--- config.mk ---
export PLATFORM = sky130hd
export DESIGN_NAME = enable_reset_boot_sequencer
export DESIGN_NICKNAME = d
export VERILOG_FILES = /design/src/core/boot_seq_pkg.sv /design/src/core/cfg_store.sv /design/src/core/enable_reset_boot_sequencer.sv
export SDC_FILE = /design/constraint.sdc
export NUM_CORES = 1
export LEC_CHECK = 0
export CAP_MARGIN = 20
export CORE_MARGIN = 2
export CORE_UTILIZATION = 60
export CTS_CLUSTER_DIAMETER = 50
export DETAILED_ROUTE_END_ITERATION = 10
export DONT_BUFFER_PORTS = 1
export HOLD_SLACK_MARGIN = 0.03
export PLACE_DENSITY = 0.76
export SLEW_MARGIN = 5
export SYNTH_ARGS = -nofsm -noshare
export SYNTH_HDL_FRONTEND = slang
export SYNTH_SLANG_ARGS = --single-unit
--- constraint.sdc ---
create_clock -name ref_clk_in -period 2.7 [get_ports ref_clk_in]
set_input_delay 0.54 -clock ref_clk_in [delete_from_list [all_inputs] [get_ports ref_clk_in]]
set_output_delay 0.54 -clock ref_clk_in [all_outputs]
set_load 0.01 [all_outputs]
--- src/core/boot_seq_pkg.sv ---
// Purpose: Shared constants for the enable, reset and boot sequencer.
// Assumes: One 40 MHz clock; all pin inputs synchronous to it.
// Notes:   Long counts are module parameters; these are their defaults.
package boot_seq_pkg;

    // Clock period in picoseconds, 25 ns at 40 MHz.
    localparam int unsigned CLK_PERIOD_PS = 25_000;

    // Boot interval after enable rises, in microseconds.
    localparam int unsigned BOOT_TIME_US = 2_500;

    // Boot interval in clock cycles; a least time, so it rounds up.
    localparam int unsigned BOOT_CYCLES =
        (BOOT_TIME_US * 1_000_000 + CLK_PERIOD_PS - 1) / CLK_PERIOD_PS;

    // Shortest enable-low time that counts as a reset, in nanoseconds.
    localparam int unsigned ENABLE_LOW_PULSE_TIME_NS = 100;

    // Enable-low time in cycles, rounded up, at least one.
    localparam int unsigned ENABLE_LOW_CYCLES =
        (ENABLE_LOW_PULSE_TIME_NS * 1_000 + CLK_PERIOD_PS - 1)
        / CLK_PERIOD_PS;

    // Width of the boot counter.
    localparam int unsigned CNT_W = 24;

    // Number of configuration words held in the defaults store.
    localparam int unsigned CFG_WORDS = 8;
    localparam int unsigned CFG_AW    = 3;
    localparam int unsigned CFG_DW    = 8;

    // Fixed hardware default for configuration words not loaded.
    localparam logic [CFG_DW-1:0] CFG_HW_DEFAULT = 8'h00;

    // Words at or above this index are loaded; those below are fixed.
    localparam logic [CFG_AW-1:0] CFG_LOADED_FIRST = 3'h4;

    // Sequencer states.
    typedef enum logic [2:0] {
        ST_POWER_DOWN = 3'b000,
        ST_LOAD       = 3'b001,
        ST_BOOT_WAIT  = 3'b010,
        ST_RUN        = 3'b011,
        ST_DOWNLOAD   = 3'b100
    } seq_state_e;

endpackage : boot_seq_pkg

--- src/core/cfg_store.sv ---
// Purpose: Small nonvolatile-image store for configuration defaults.
// Assumes: One write port, one read port, registered read data.
// Notes:   Contents survive enable-low resets; only the sequencer reads.
`timescale 1ns/1ps
module cfg_store
    import boot_seq_pkg::*;
(
    input  wire logic              clk_in,   // System clock.
    input  wire logic              wr_en_in, // Write strobe.
    input  wire logic [CFG_AW-1:0] wr_adr_in,// Write address.
    input  wire logic [CFG_DW-1:0] wr_dat_in,// Write data.
    input  wire logic [CFG_AW-1:0] rd_adr_in,// Read address.
    output logic      [CFG_DW-1:0] rd_dat_out // Registered read data.
);

    logic [CFG_DW-1:0] mem [CFG_WORDS];

    // No reset on purpose: the image must outlive a hard power down.
    always_ff @(posedge clk_in) begin
        if (wr_en_in) begin
            mem[wr_adr_in] <= wr_dat_in;
        end
        rd_dat_out <= mem[rd_adr_in];
    end

endmodule : cfg_store

--- src/core/enable_reset_boot_sequencer.sv ---
// Purpose: Hard power down, boot and firmware-download entry sequencing.
// Assumes: Enable and request pins already synchronous to ref_clk_in.
// Notes:   Behaviour
`timescale 1ns/1ps
module enable_reset_boot_sequencer
    import boot_seq_pkg::*;
#(
    parameter int unsigned BOOT_WAIT = BOOT_CYCLES // Boot wait cycles.
)
(
    input  wire logic              ref_clk_in,      // 40 MHz clock.
    input  wire logic              arst_n_in,       // Async reset, low.
    input  wire logic              chip_enable_pin_in,   // Enable pin.
    input  wire logic              firmware_load_request_in, // Dl req.
    input  wire logic              pad_supply_ok_in,     // Pad supply up.
    input  wire logic [1:0]        if_select_in,    // Interface straps.
    input  wire logic              nv_wr_en_in,     // Download write.
    input  wire logic [CFG_AW-1:0] nv_wr_adr_in,    // Download address.
    input  wire logic [CFG_DW-1:0] nv_wr_dat_in,    // Download data.
    input  wire logic [CFG_AW-1:0] cfg_rd_adr_in,   // Default index.
    output logic      [CFG_DW-1:0] cfg_rd_dat_out,  // Default value.
    output logic                   fw_reset_out,    // Firmware in reset.
    output logic                   host_ready_out,  // Host may talk.
    output logic                   download_mode_out, // Download active.
    output logic [1:0]             if_select_out,   // Latched selection.
    output logic                   if_select_lost_out // Selection stale.
);

    seq_state_e        state;
    seq_state_e        next_state;
    logic [CNT_W-1:0]  cnt;
    logic [CNT_W-1:0]  next_cnt;
    logic              dl_req;
    logic              next_dl_req;
    logic [1:0]        if_sel;
    logic [1:0]        next_if_sel;
    logic              sel_lost;
    logic              next_sel_lost;
    logic [CFG_DW-1:0] cfg [CFG_WORDS];
    logic [CFG_DW-1:0] next_cfg [CFG_WORDS];
    logic [CFG_AW-1:0] load_adr;
    logic [CFG_AW-1:0] next_load_adr;
    logic              load_valid;
    logic              next_load_valid;
    logic [CFG_DW-1:0] nv_rd_dat;
    logic              nv_we;

    localparam logic [CNT_W-1:0] BOOT_LAST = CNT_W'(BOOT_WAIT - 1);
    localparam logic [CFG_AW-1:0] LOAD_LAST = CFG_AW'(CFG_WORDS - 1);

    // Only download mode may write the store.
    assign nv_we = (state == ST_DOWNLOAD) && nv_wr_en_in;

    cfg_store u_store (
        .clk_in     (ref_clk_in),
        .wr_en_in   (nv_we),
        .wr_adr_in  (nv_wr_adr_in),
        .wr_dat_in  (nv_wr_dat_in),
        .rd_adr_in  (load_adr),
        .rd_dat_out (nv_rd_dat)
    );

    // Sequencer next state. Enable low wins over every other condition,
    // so a short glitch always lands in power down.
    always_comb begin
        next_state      = state;
        next_cnt        = cnt;
        next_dl_req     = dl_req;
        next_if_sel     = if_sel;
        next_sel_lost   = sel_lost;
        next_load_adr   = load_adr;
        next_load_valid = 1'b0;
        for (int i = 0; i < CFG_WORDS; i++) begin
            next_cfg[i] = cfg[i];
        end
        if (!chip_enable_pin_in) begin
            next_state    = ST_POWER_DOWN;
            next_cnt      = '0;
            next_dl_req   = 1'b0;
            next_load_adr = '0;
            for (int i = 0; i < CFG_WORDS; i++) begin
                next_cfg[i] = CFG_HW_DEFAULT;
            end
        end else begin
            unique case (state)
                ST_POWER_DOWN: begin
                    // Request and straps sampled as boot starts.
                    next_dl_req   = firmware_load_request_in;
                    next_if_sel   = if_select_in;
                    next_sel_lost = ~pad_supply_ok_in;
                    next_load_adr = '0;
                    next_state    = ST_LOAD;
                end
                ST_LOAD: begin
                    // Read data lag the address by one cycle.
                    next_load_valid = 1'b1;
                    if (load_valid) begin
                        next_load_valid = 1'b0;
                        if ((load_adr - 1'b1) >= CFG_LOADED_FIRST) begin
                            next_cfg[load_adr - 1'b1] = nv_rd_dat;
                        end
                        // Address has already wrapped to zero when the last word lands.
                        if (load_adr == '0) begin
                            next_state = ST_BOOT_WAIT;
                            next_cnt   = '0;
                        end
                    end else begin
                        next_load_adr = load_adr + 1'b1;
                        if (load_adr == LOAD_LAST) begin
                            next_load_adr = '0;
                        end
                    end
                end
                ST_BOOT_WAIT: begin
                    next_cnt = cnt + 1'b1;
                    if (cnt == BOOT_LAST) begin
                        next_state = dl_req ? ST_DOWNLOAD : ST_RUN;
                    end
                end
                ST_RUN, ST_DOWNLOAD: begin
                    next_state = state;
                end
                default: next_state = ST_POWER_DOWN;
            endcase
            // A pad drop while enabled spoils the latched selection.
            if (!pad_supply_ok_in) begin
                next_sel_lost = 1'b1;
            end
        end
    end

    // Registers for the sequencer state.
    always_ff @(posedge ref_clk_in or negedge arst_n_in) begin
        if (!arst_n_in) begin
            state      <= ST_POWER_DOWN;
            cnt        <= '0;
            dl_req     <= 1'b0;
            if_sel     <= 2'b00;
            sel_lost   <= 1'b0;
            load_adr   <= '0;
            load_valid <= 1'b0;
            for (int i = 0; i < CFG_WORDS; i++) begin
                cfg[i] <= CFG_HW_DEFAULT;
            end
        end else begin
            state      <= next_state;
            cnt        <= next_cnt;
            dl_req     <= next_dl_req;
            if_sel     <= next_if_sel;
            sel_lost   <= next_sel_lost;
            load_adr   <= next_load_adr;
            load_valid <= next_load_valid;
            for (int i = 0; i < CFG_WORDS; i++) begin
                cfg[i] <= next_cfg[i];
            end
        end
    end

    // Registered outputs derived from the state.
    always_ff @(posedge ref_clk_in or negedge arst_n_in) begin
        if (!arst_n_in) begin
            fw_reset_out      <= 1'b1;
            host_ready_out    <= 1'b0;
            download_mode_out <= 1'b0;
            if_select_out     <= 2'b00;
            if_select_lost_out <= 1'b0;
            cfg_rd_dat_out    <= CFG_HW_DEFAULT;
        end else begin
            fw_reset_out      <= (next_state == ST_POWER_DOWN);
            host_ready_out    <= (next_state == ST_RUN) ||
                                 (next_state == ST_DOWNLOAD);
            download_mode_out <= (next_state == ST_DOWNLOAD);
            if_select_out     <= next_if_sel;
            if_select_lost_out <= next_sel_lost;
            cfg_rd_dat_out    <= cfg[cfg_rd_adr_in];
        end
    end

    // Firmware stays in reset the cycle after enable is seen low.
    property p_enable_low_reset;
        @(posedge ref_clk_in) disable iff (!arst_n_in)
        !chip_enable_pin_in |=> fw_reset_out && !host_ready_out;
    endproperty
    a_enable_low_reset: assert property (p_enable_low_reset)
        else $error("Firmware not held in reset with enable low.");

    // Defaults return to hardware value under enable low; the last word is
    // one of the loaded ones, so this also catches a stale loaded value.
    property p_defaults_cleared;
        @(posedge ref_clk_in) disable iff (!arst_n_in)
        !chip_enable_pin_in |=> cfg[CFG_WORDS-1] == CFG_HW_DEFAULT;
    endproperty
    a_defaults_cleared: assert property (p_defaults_cleared)
        else $error("Defaults not restored during power down.");

    // Host readiness only follows a boot wait that has run its full count.
    property p_boot_wait;
        @(posedge ref_clk_in) disable iff (!arst_n_in)
        $rose(host_ready_out) |->
            $past(state) == ST_BOOT_WAIT && $past(cnt) == BOOT_LAST;
    endproperty
    a_boot_wait: assert property (p_boot_wait)
        else $error("Host ready before boot wait elapsed.");

    // Download mode only entered when the request was sampled.
    property p_dl_entry;
        @(posedge ref_clk_in) disable iff (!arst_n_in)
        $rose(download_mode_out) |-> $past(dl_req);
    endproperty
    a_dl_entry: assert property (p_dl_entry)
        else $error("Download mode without sampled request.");

    // Store written only in download mode.
    property p_store_guard;
        @(posedge ref_clk_in) disable iff (!arst_n_in)
        nv_we |-> state == ST_DOWNLOAD;
    endproperty
    a_store_guard: assert property (p_store_guard)
        else $error("Store written outside download mode.");

    // Pad drop marks the selection stale next cycle.
    property p_sel_lost;
        @(posedge ref_clk_in) disable iff (!arst_n_in)
        (chip_enable_pin_in && !pad_supply_ok_in) |=> if_select_lost_out;
    endproperty
    a_sel_lost: assert property (p_sel_lost)
        else $error("Pad drop not flagged.");

endmodule : enable_reset_boot_sequencer

Word level (Yosys, flattened, before mapping)
Memory sizes are Yosys's and may differ from the RTL's. A register that Yosys moved wholly into a read port is not among the register bits. Cells that the tools add are included.

Register bits after elaboration: 110. RAM bits: 64. Bits of input ports: 22. Output and inout bits: 14. Word-level logic and storage cells: 93. Memories: 1.

Add/sub/neg operators: 3. Magnitude comparators: 4. Equality and inequality tests: 18. Mux-type cells: 33. Bitwise gates (word level): 3. Reductions and logical operators: 12.

Memory list: u_store.mem (words 8, bits a word 8, read ports 1, clocked after memory_dff 1, wr ports 1, line cfg_store.sv:16) `logic [CFG_DW-1:0] mem [CFG_WORDS];`.

Operators with widths (number): $mux W64 (4); $mux W24 (3); $bwmux W64 (1); $pmux W24 S2 (1); $add A24 B1 Y24 const B (1); $bmux W8 S3 (1); $demux W8 S3 (1); $eq A24 B17 Y1 const B (1); $mux W3 (8); $mux W8 (3); $pmux W3 S4 (1); $ne A2 B1 Y1 const B (5); $eq A3 B2 Y1 const B (3); $eq A3 B3 Y1 const B (3); $logic_not A3 Y1 (3); $mux W1 (9); $ne A3 B3 Y1 const B (3); $ge A4 B4 Y1 const B (2); $not A3 Y4 (2); $ne A3 B1 Y1 const B (2); $pmux W3 S2 (1); $reduce_and A2 Y1 (3); $reduce_and A3 Y1 (2); $lt A4 B1 Y1 const B (1); other kinds (8) (9).

Longest topological paths before layout
Gate-level depths: netlist of the first run.

Depth after elaboration: 11. Gate-level depth with buffers: 9. Depth with buffers taken out: 6.

Cells and area by module
Synthesis of the first run repeated with hierarchy kept, for this count alone.

Cells, all modules: 545. Area total of the unflattened synthesis: 7802.5 µm².

Modules (own cells, without submodules): enable_reset_boot_sequencer (instances 1, cells an instance 431, area an instance 5111.2 µm², sequential area each 2753.9 µm²); cfg_store (instances 1, cells an instance 114, area an instance 2691.3 µm², sequential area each 2082.0 µm²).

Worst setup path after synthesis of the first run
No wires, ideal clock.

Path kind: register to register. Start: register load_adr[1]. End: register cfg[12] in the netlist's numbering. Setup time: 0.122 ns. Data arrival time: 2.409 ns. Slack: 0.169 ns. Stages on the path, launching flop included: 8. Buffers on the path: 2. Clock period less this slack: 2.531 ns. Cell sequence: dfrtp_1 clkbuf_1 clkbuf_1 inv_1 ha_1 xor2_1 nand3_2 a32o_1.

Word-level cells in the longest chain between the ends: 11. Elaborated cells between the ends (all ways): 15. Those cells by class: 1 x add/sub; 3 x order compare; 1 x eq/ne; 7 x mux; 1 x bitwise; 2 x reduce/logical.

RTL lines: from (decl) (line enable_reset_boot_sequencer.sv:41) `logic [CFG_AW-1:0] load_adr;`; from (signal assigned) (line enable_reset_boot_sequencer.sv:151) `load_adr <= next_load_adr;`; $sub A3 B1 Y3 (*) (line enable_reset_boot_sequencer.sv:99, enable_reset_boot_sequencer.sv:100); $not A3 Y4 (implied by the code) (line enable_reset_boot_sequencer.sv:100) `next_cfg[load_adr - 1'b1] = nv_rd_dat;`; $ge A4 B4 Y1 (implied by the code) / $lt A4 B1 Y1 (equally long branches) (line enable_reset_boot_sequencer.sv:100); $logic_and A1 B1 Y1 (implied by the code) (line enable_reset_boot_sequencer.sv:100); $mux W8 (implied by the code) (line enable_reset_boot_sequencer.sv:100); $demux W8 S3 (line enable_reset_boot_sequencer.sv:100); $bwmux W64 (line enable_reset_boot_sequencer.sv:100); $mux W64 (line enable_reset_boot_sequencer.sv:99) `if ((load_adr - 1'b1) >= CFG_LOADED_FIRST) begin`; $mux W64 (line enable_reset_boot_sequencer.sv:97) `if (load_valid) begin`; $mux W64 (line enable_reset_boot_sequencer.sv:85) `unique case (state)`; $mux W64 (line enable_reset_boot_sequencer.sv:76) `if (!chip_enable_pin_in) begin`; to (signal, indexed assignment) (line enable_reset_boot_sequencer.sv:154) `cfg[i] <= next_cfg[i];`; to (decl) (line enable_reset_boot_sequencer.sv:39) `logic [CFG_DW-1:0] cfg [CFG_WORDS];`.

Every way passes the cells marked *; elsewhere a longest branch is shown, timed or not. The select of a mux whose other input is x is not followed. A chain may end at the register's enable or synchronous reset.

Worst setup path after layout of the first run
Start: register cnt[0]. End: register cnt[22].

Word-level cells in the longest chain between the ends: 3.

RTL lines: from (decl) (line enable_reset_boot_sequencer.sv:31) `logic [CNT_W-1:0] cnt;`; from (signal assigned) (line enable_reset_boot_sequencer.sv:147) `cnt <= next_cnt;`; $add A24 B1 Y24 (line enable_reset_boot_sequencer.sv:115) `next_cnt = cnt + 1'b1;`; $pmux W24 S2 (line enable_reset_boot_sequencer.sv:85); $mux W24 (line enable_reset_boot_sequencer.sv:76).

Every way passes these cells.

==> results of run 1 <==
[worst max-delay path, delay by kind of cell (launching register included)]
| family | cells | cell delay [ps] |
|---|---|---|
| fa+ha+maj | 1 | 340 |
| compound gates | 2 | 490 |
| flops | 1 | 470 |
| simple gates | 2 | 760 |
[report_power, final]
group | internal [uW] | total [uW] | switching, uW
Sequential | 2890 | 2930 | 35.2
Clock | 1220 | 2350 | 1130
Combinational | 126 | 260 | 134
Total | 4240 | 5540 | 1300
[cell type report]
cell class                      instances  area [um2]
Fill cell                             894        4080
Multi-Input combinational cell        335        2900
Tap cell                              172         215
Sequential cell                       182        4840
Clock buffer                           18         429
Clock inverter                         14         129
Timing Repair Buffer                   14         105
Inverter                               10        37.5
[how the worst max path moves through the flow]
stage / start / end / cells past startpoint
final: cnt[0] / cnt[22] / 5
after global routing: state[0] / u_store.mem[5][5] / 3
after CTS: cnt[0] / cnt[22] / 5
after detailed placement: cnt[0] / cnt[22] / 5
after global placement: cnt[0] / cnt[22] / 5
after floorplan: load_adr[1] / cfg[12] / 7
[sequential cells by signal, summed over array words and instances (netlist names)]
register	count
dl_req	1
host_ready_out	1
if_select_out	2
cfg	64
load_adr	3
if_select_lost_out	1
load_valid	1
fw_reset_out	1
state	3
cnt	24
u_store.mem	64
u_store.rd_dat_out	8
download_mode_out	1
cfg_rd_dat_out	8
[synthesized netlist by cell type (5+ instances only)]
cell,n,area [um2]
and4_1,6,52.6
mux2_2,18,203
nand2_1,18,67.6
nor2_1,45,169
clkbuf_1,23,86.3
a21oi_1,7,35.0
nor4_1,6,37.5
nand3_1,9,45.0
dfrtp_1,109,2730
edfxtp_1,64,1920
ha_1,5,62.6
a31o_2,5,43.8
dfxtp_1,8,160
and3_1,6,37.5
mux4_2,32,721
nor3_1,14,70.1
nand4_1,8,50.1
o21ai_0,7,35.0
inv_1,9,33.8
a31oi_1,7,43.8
and2_1,41,257
a211o_1,10,87.6
mux2i_1,30,300
buf_2,8,40.0
[cell usage in the layout, fill, tap and decap left out, types with 8 or more instances in the layout]
cell / count
nor3_1: 14
dfrtp_1: 109
mux4_2: 32
and2_1: 41
a211o_1: 10
mux2i_1: 30
nor2_1: 45
dfxtp_1: 8
mux2_2: 18
inv_1: 9
clkbuf_16: 17
buf_4: 14
edfxtp_1: 64
nand2_1: 18
nand3_1: 9
nand4_1: 8
[through the flow]
step	worst slack (ps)	total power, uW	hold WS (ps)	cell area, um2
finish	532	5540	-201	8650
CTS	540	5580	-217	8650
global route	399	5720	-223	8650
floorplan	169	3200	244	7900
detailed placement	576	3240	247	8090
global placement	659	3240	247	8090
[routing by layer]
layer,part of all wire,up-vias,wire length (um),track usage
li1,-,2125,-,-
met1,0.44,2335,6540,0.307
met2,0.50,115,7490,0.372
met3,0.048,17,712,0.0627
met4,0.011,0,171,0.0662
met5,0,-,0,0
[repair_timing]
action                                  CTS  global route
resized for setup                         0             0
endpoints found under the setup margin    0             0
endpoints found under the hold margin   110           110
[logic make-up after synthesis]
logic type      Yosys count  synth area share
buf+inv                  44            0.0227
flops                   182             0.613
fa+ha+maj                 5           0.00792
compound gates           67            0.0659
simple gates            181             0.134
xor+xnor                  2           0.00222
mux                      80             0.155
==> flow_summary.ini, run 1 <==
[floorplanning]
die_w_um = 119
die_area_um2 = 14100
die_h_um = 119
io_pins = 36
initial_core_util = 0.621
rows = 41
fp.coreArea_um2 = 12700

[worst_hold_path]
hold_class = in2async

[critical_path]
crit_arrival_ps = 2490
path_class = reg2reg
end_kind = flop
reg2reg_to = cnt[22]
critPathRequiredTime_ps = 3020
max_stage_delay_ps = 600
crit_fanout = 7
start_kind = flop
reg2reg_setup_slack_ps = 530
cp_slowest_cell = or4_4
reg2reg_depth = 5
crit_path_cell_trace = ha_1 -> nand4_4 -> or4_4 -> o211a_1 -> a211o_1
r2r_start = cnt[0]

[power]
leakage_uw = 0.00379
ir_worst_vdd_mv = 0.501
power_density_nw_per_um2 = 641

[timing]
final-setup-viol-count = 0
min_period_over_period = 0.803
rsz0062_at_grt = false
drv_slew = 0
hold_viol = 109
max_slew.worst_pin.slew_ps = 804
relSlewSlack = 0.462
min_period_ps = 2170
tns_ps = 0
holdWs_ps = -201
max_freq_mhz = 461
finClkSkew_ps = 8.66

[placement]
io_buffers = 0
dp_cells = 713
place_hpwl_um = 9460
gp_congestion = 0.798

[yosys]
syn_inst = 561
ys_async_sr_fraction = 0.604
ys_ff_latch = 182
yosys.cell_types.count = 61
synth_warnings = 0
syn_nets = 588
synth_area_per_cell_um2 = 14.1
ys_seq_area_frac = 0.613
synthFlopType = dfrtp_1
syn_area_um2 = 7900
synth-edff-count = 64

[drt]
drc = 0
firstDrtPassIters = 5
viasPerCell = 6.16
wl_um = 14900
dr_total_vias = 4592
drt_iter0_drc = 487
final_antenna_net_count = 0
wl_per_cell_um = 20.0

[cts]
cts_buffer_depth = 2
cts_sinks = 182
cts_max_level = 4
numCtsBuffers = 17
root_buffer = clkbuf_16
clk_pin_slew_ps = 70
postCtsSetupRepairBufs = 0
clk_latency_ps = 430
cts_tree = yes

[finish]
fin_cells = 745
n_antenna_cell = 0
syn_to_final_growth_pct = 9.52
drive_above_1_share = 0.194
nets = 587
utilization = 0.680

[run_status]
violations = hold timing
status = finished with violations

[global_routing]
grt_pass1_wl_um = 24400
grt_max_degree = 111
grtUsageTotal = 0.229
antenna_found_initial = 0
grt_overflow = 0
grt_pass1_vias = 4705

[run]
cap_violations = 0
(Power assumes the default switching activity.)
==> run 2, diff against run 1 <==
Settings changed: CORE_UTILIZATION 60 to 57, PLACE_DENSITY 0.76 to 0.75.
Clock period 2.7 ns to 1.8 ns, I/O delays scaled along.
==> run 2 against run 1 <==
Effect of this change:
- the flow still finishes with violations (hold timing)
- final area increased by 7.8%
- power increased by 59%
- first-iteration DRC count increased by 5.3%
- critical endpoint is now cnt[20]
- critical path depth unchanged
- die area increased by 5.1%
- hold slack got worse by 180 ps
- register-to-register slack got worse by 490 ps
- highest routed layer unchanged
- wire length increased by 4.4%
- clock skew increased by 3.1 ps
- critical path type unchanged
==> flow_summary.ini, run 2 (synthesis results as in run 1) <==
[run_status]
status = finished with violations
violations = hold timing

[timing]
drv_slew = 0
relSlewSlack = 0.739
min_period_over_period = 0.977
finClkSkew_ps = 11.8
rsz0062_at_grt = true
final-setup-viol-count = 0
fin_ws_ps = 41.3
hold_viol = 110
max_freq_mhz = 569
tns_ps = 0
holdWs_ps = -379
min_period_ps = 1760
max_slew.worst_pin.slew_ps = 382

[run]
cap_violations = 0

[drt]
dr_total_vias = 4833
viasPerCell = 6.09
drt_iter0_drc = 513
wl_um = 15600
wl_per_cell_um = 19.6
drc = 0
firstDrtPassIters = 5
final_antenna_net_count = 0

[critical_path]
r2r_start = cnt[1]
crit_arrival_ps = 2070
reg2reg_setup_slack_ps = 40
path_class = reg2reg
cp_slowest_cell = or4_4
critPathRequiredTime_ps = 2110
crit_path_cell_trace = ha_4 -> nand4_4 -> or4_4 -> o211a_1 -> a211o_1
startpoint = cnt[1]
crit_buf_inv = 0
max_stage_delay_ps = 470
crit_family = simple AND/OR/NAND/NOR gates
crit_fanout = 5
end_kind = flop
start_kind = flop

[floorplanning]
die_h_um = 122
rows = 43
initial_core_util = 0.575
die_w_um = 122
io_pins = 36
fp.coreArea_um2 = 13700
die_area_um2 = 14800

[power]
fin_total_pwr_uw = 8800
ir_worst_vdd_mv = 0.694
leakage_uw = 0.00406
power_density_nw_per_um2 = 944

[global_routing]
grt_max_degree = 111
use_met1 = 0.307
grt_use_met3 = 0.0590
grt.met2_usage = 0.360
grt_pass1_vias = 4887
antenna_found_initial = 0
grt_overflow = 0
grt_pass1_wl_um = 25200
grtUsageTotal = 0.226
busiest_layer = met2

[cts]
root_buffer = clkbuf_16
cts_max_level = 4
cts_sinks = 182
clk_latency_ps = 430
cts_hold_buf = 10
cts_buffer_depth = 2
numCtsBuffers = 17
cts_tree = yes
clk_pin_slew_ps = 70

[worst_hold_path]
hold_class = in2async

[placement]
place_hpwl_um = 9750
gp_congestion = 0.801
io_buffers = 0
dp_slack_ps = -11.7
dpl_cell_area_um2 = 8440

[finish]
layout_common_cells = dfrtp_1, edfxtp_1, nor2_1, and2_1, buf_4
final_common_cell = dfrtp_1
nets = 627
fill_cells = 930
syn_to_final_growth_pct = 18.1
drive_above_1_share = 0.284
final_cell_area_um2 = 9320
reg_top3 = cfg: 64 flops, u_store.mem: 64 flops, cnt: 24 flops
n_antenna_cell = 0
[run 2: cell types whose count changed in the layout (fill, tap and decap cells not counted), moves of 4 or more]
cell,change
dfrtp_2,+11
inv_6,-4
buf_4,+24
dfrtp_1,-11
buf_12,+5
dlygate4sd3_1,+10
[run 2: path summary, 6_finish.rpt]
check | to | cells past startpoint
setup / recovery | cnt[20] | 5
hold / removal | cfg[8] | 0
setup reg to reg | cnt[20] | 5
hold reg to reg | cfg[36] | 1
max in group asynchronous | fw_reset_out | 0
min in group ref_clk_in | cfg[33] | 1
[run 2: per-stage QoR]
| stage | std cells | utilization |
|---|---|---|
| after floorplan | 561 | - |
| after global placement | 745 | 0.615 |
| after detailed placement | 745 | 0.615 |
| after CTS | 787 | 0.669 |
| after global routing | 793 | 0.680 |
| final | 793 | 0.680 |
[run 2: worst reg2reg max path, cell delays in order (launching register included)]
cell and delay [ps]:
dfrtp_1 400, ha_4 170, nand4_4 110, or4_4 470, o211a_1 230, a211o_1 270
[run 2: area by class of cell]
| class | count | area [um2] | share of cell area |
|---|---|---|---|
| clock buffers | 17 | 425 | 0.0456 |
| clock inverters | 15 | 208 | 0.0223 |
| inverters | 10 | 47.5 | 0.00510 |
| multi-input cells | 335 | 3070 | 0.329 |
| repair buffers | 54 | 500 | 0.0537 |
| well taps | 180 | 225 | 0.0242 |
| flip-flops and latches | 182 | 4850 | 0.520 |
[run 2: where the power goes]
part / switching (uW) / internal (uW)
clock: 1750 / 2140
sequential: 58.2 / 4340
combinational: 255 / 266
total: 2060 / 6740
[run 2: timing repair]
| item | CTS | global route |
|---|---|---|
| gates cloned | 0 | 0 |
| hold endpoints to repair | 176 | 110 |
| endpoints found under the setup margin | 13 | 63 |
| resized for setup | 4 | 23 |
| pin swaps | 2 | 6 |
| setup buffers | 0 | 6 |
[run 2: per-layer routing]
| layer | share of wire | vias to the layer above | wire [um] |
|---|---|---|---|
| met5 | 0 | - | 0 |
| li1 | - | 2200 | - |
| met3 | 0.049 | 14 | 765 |
| met2 | 0.50 | 141 | 7820 |
| met4 | 0.013 | 0 | 195 |
| met1 | 0.44 | 2478 | 6780 |
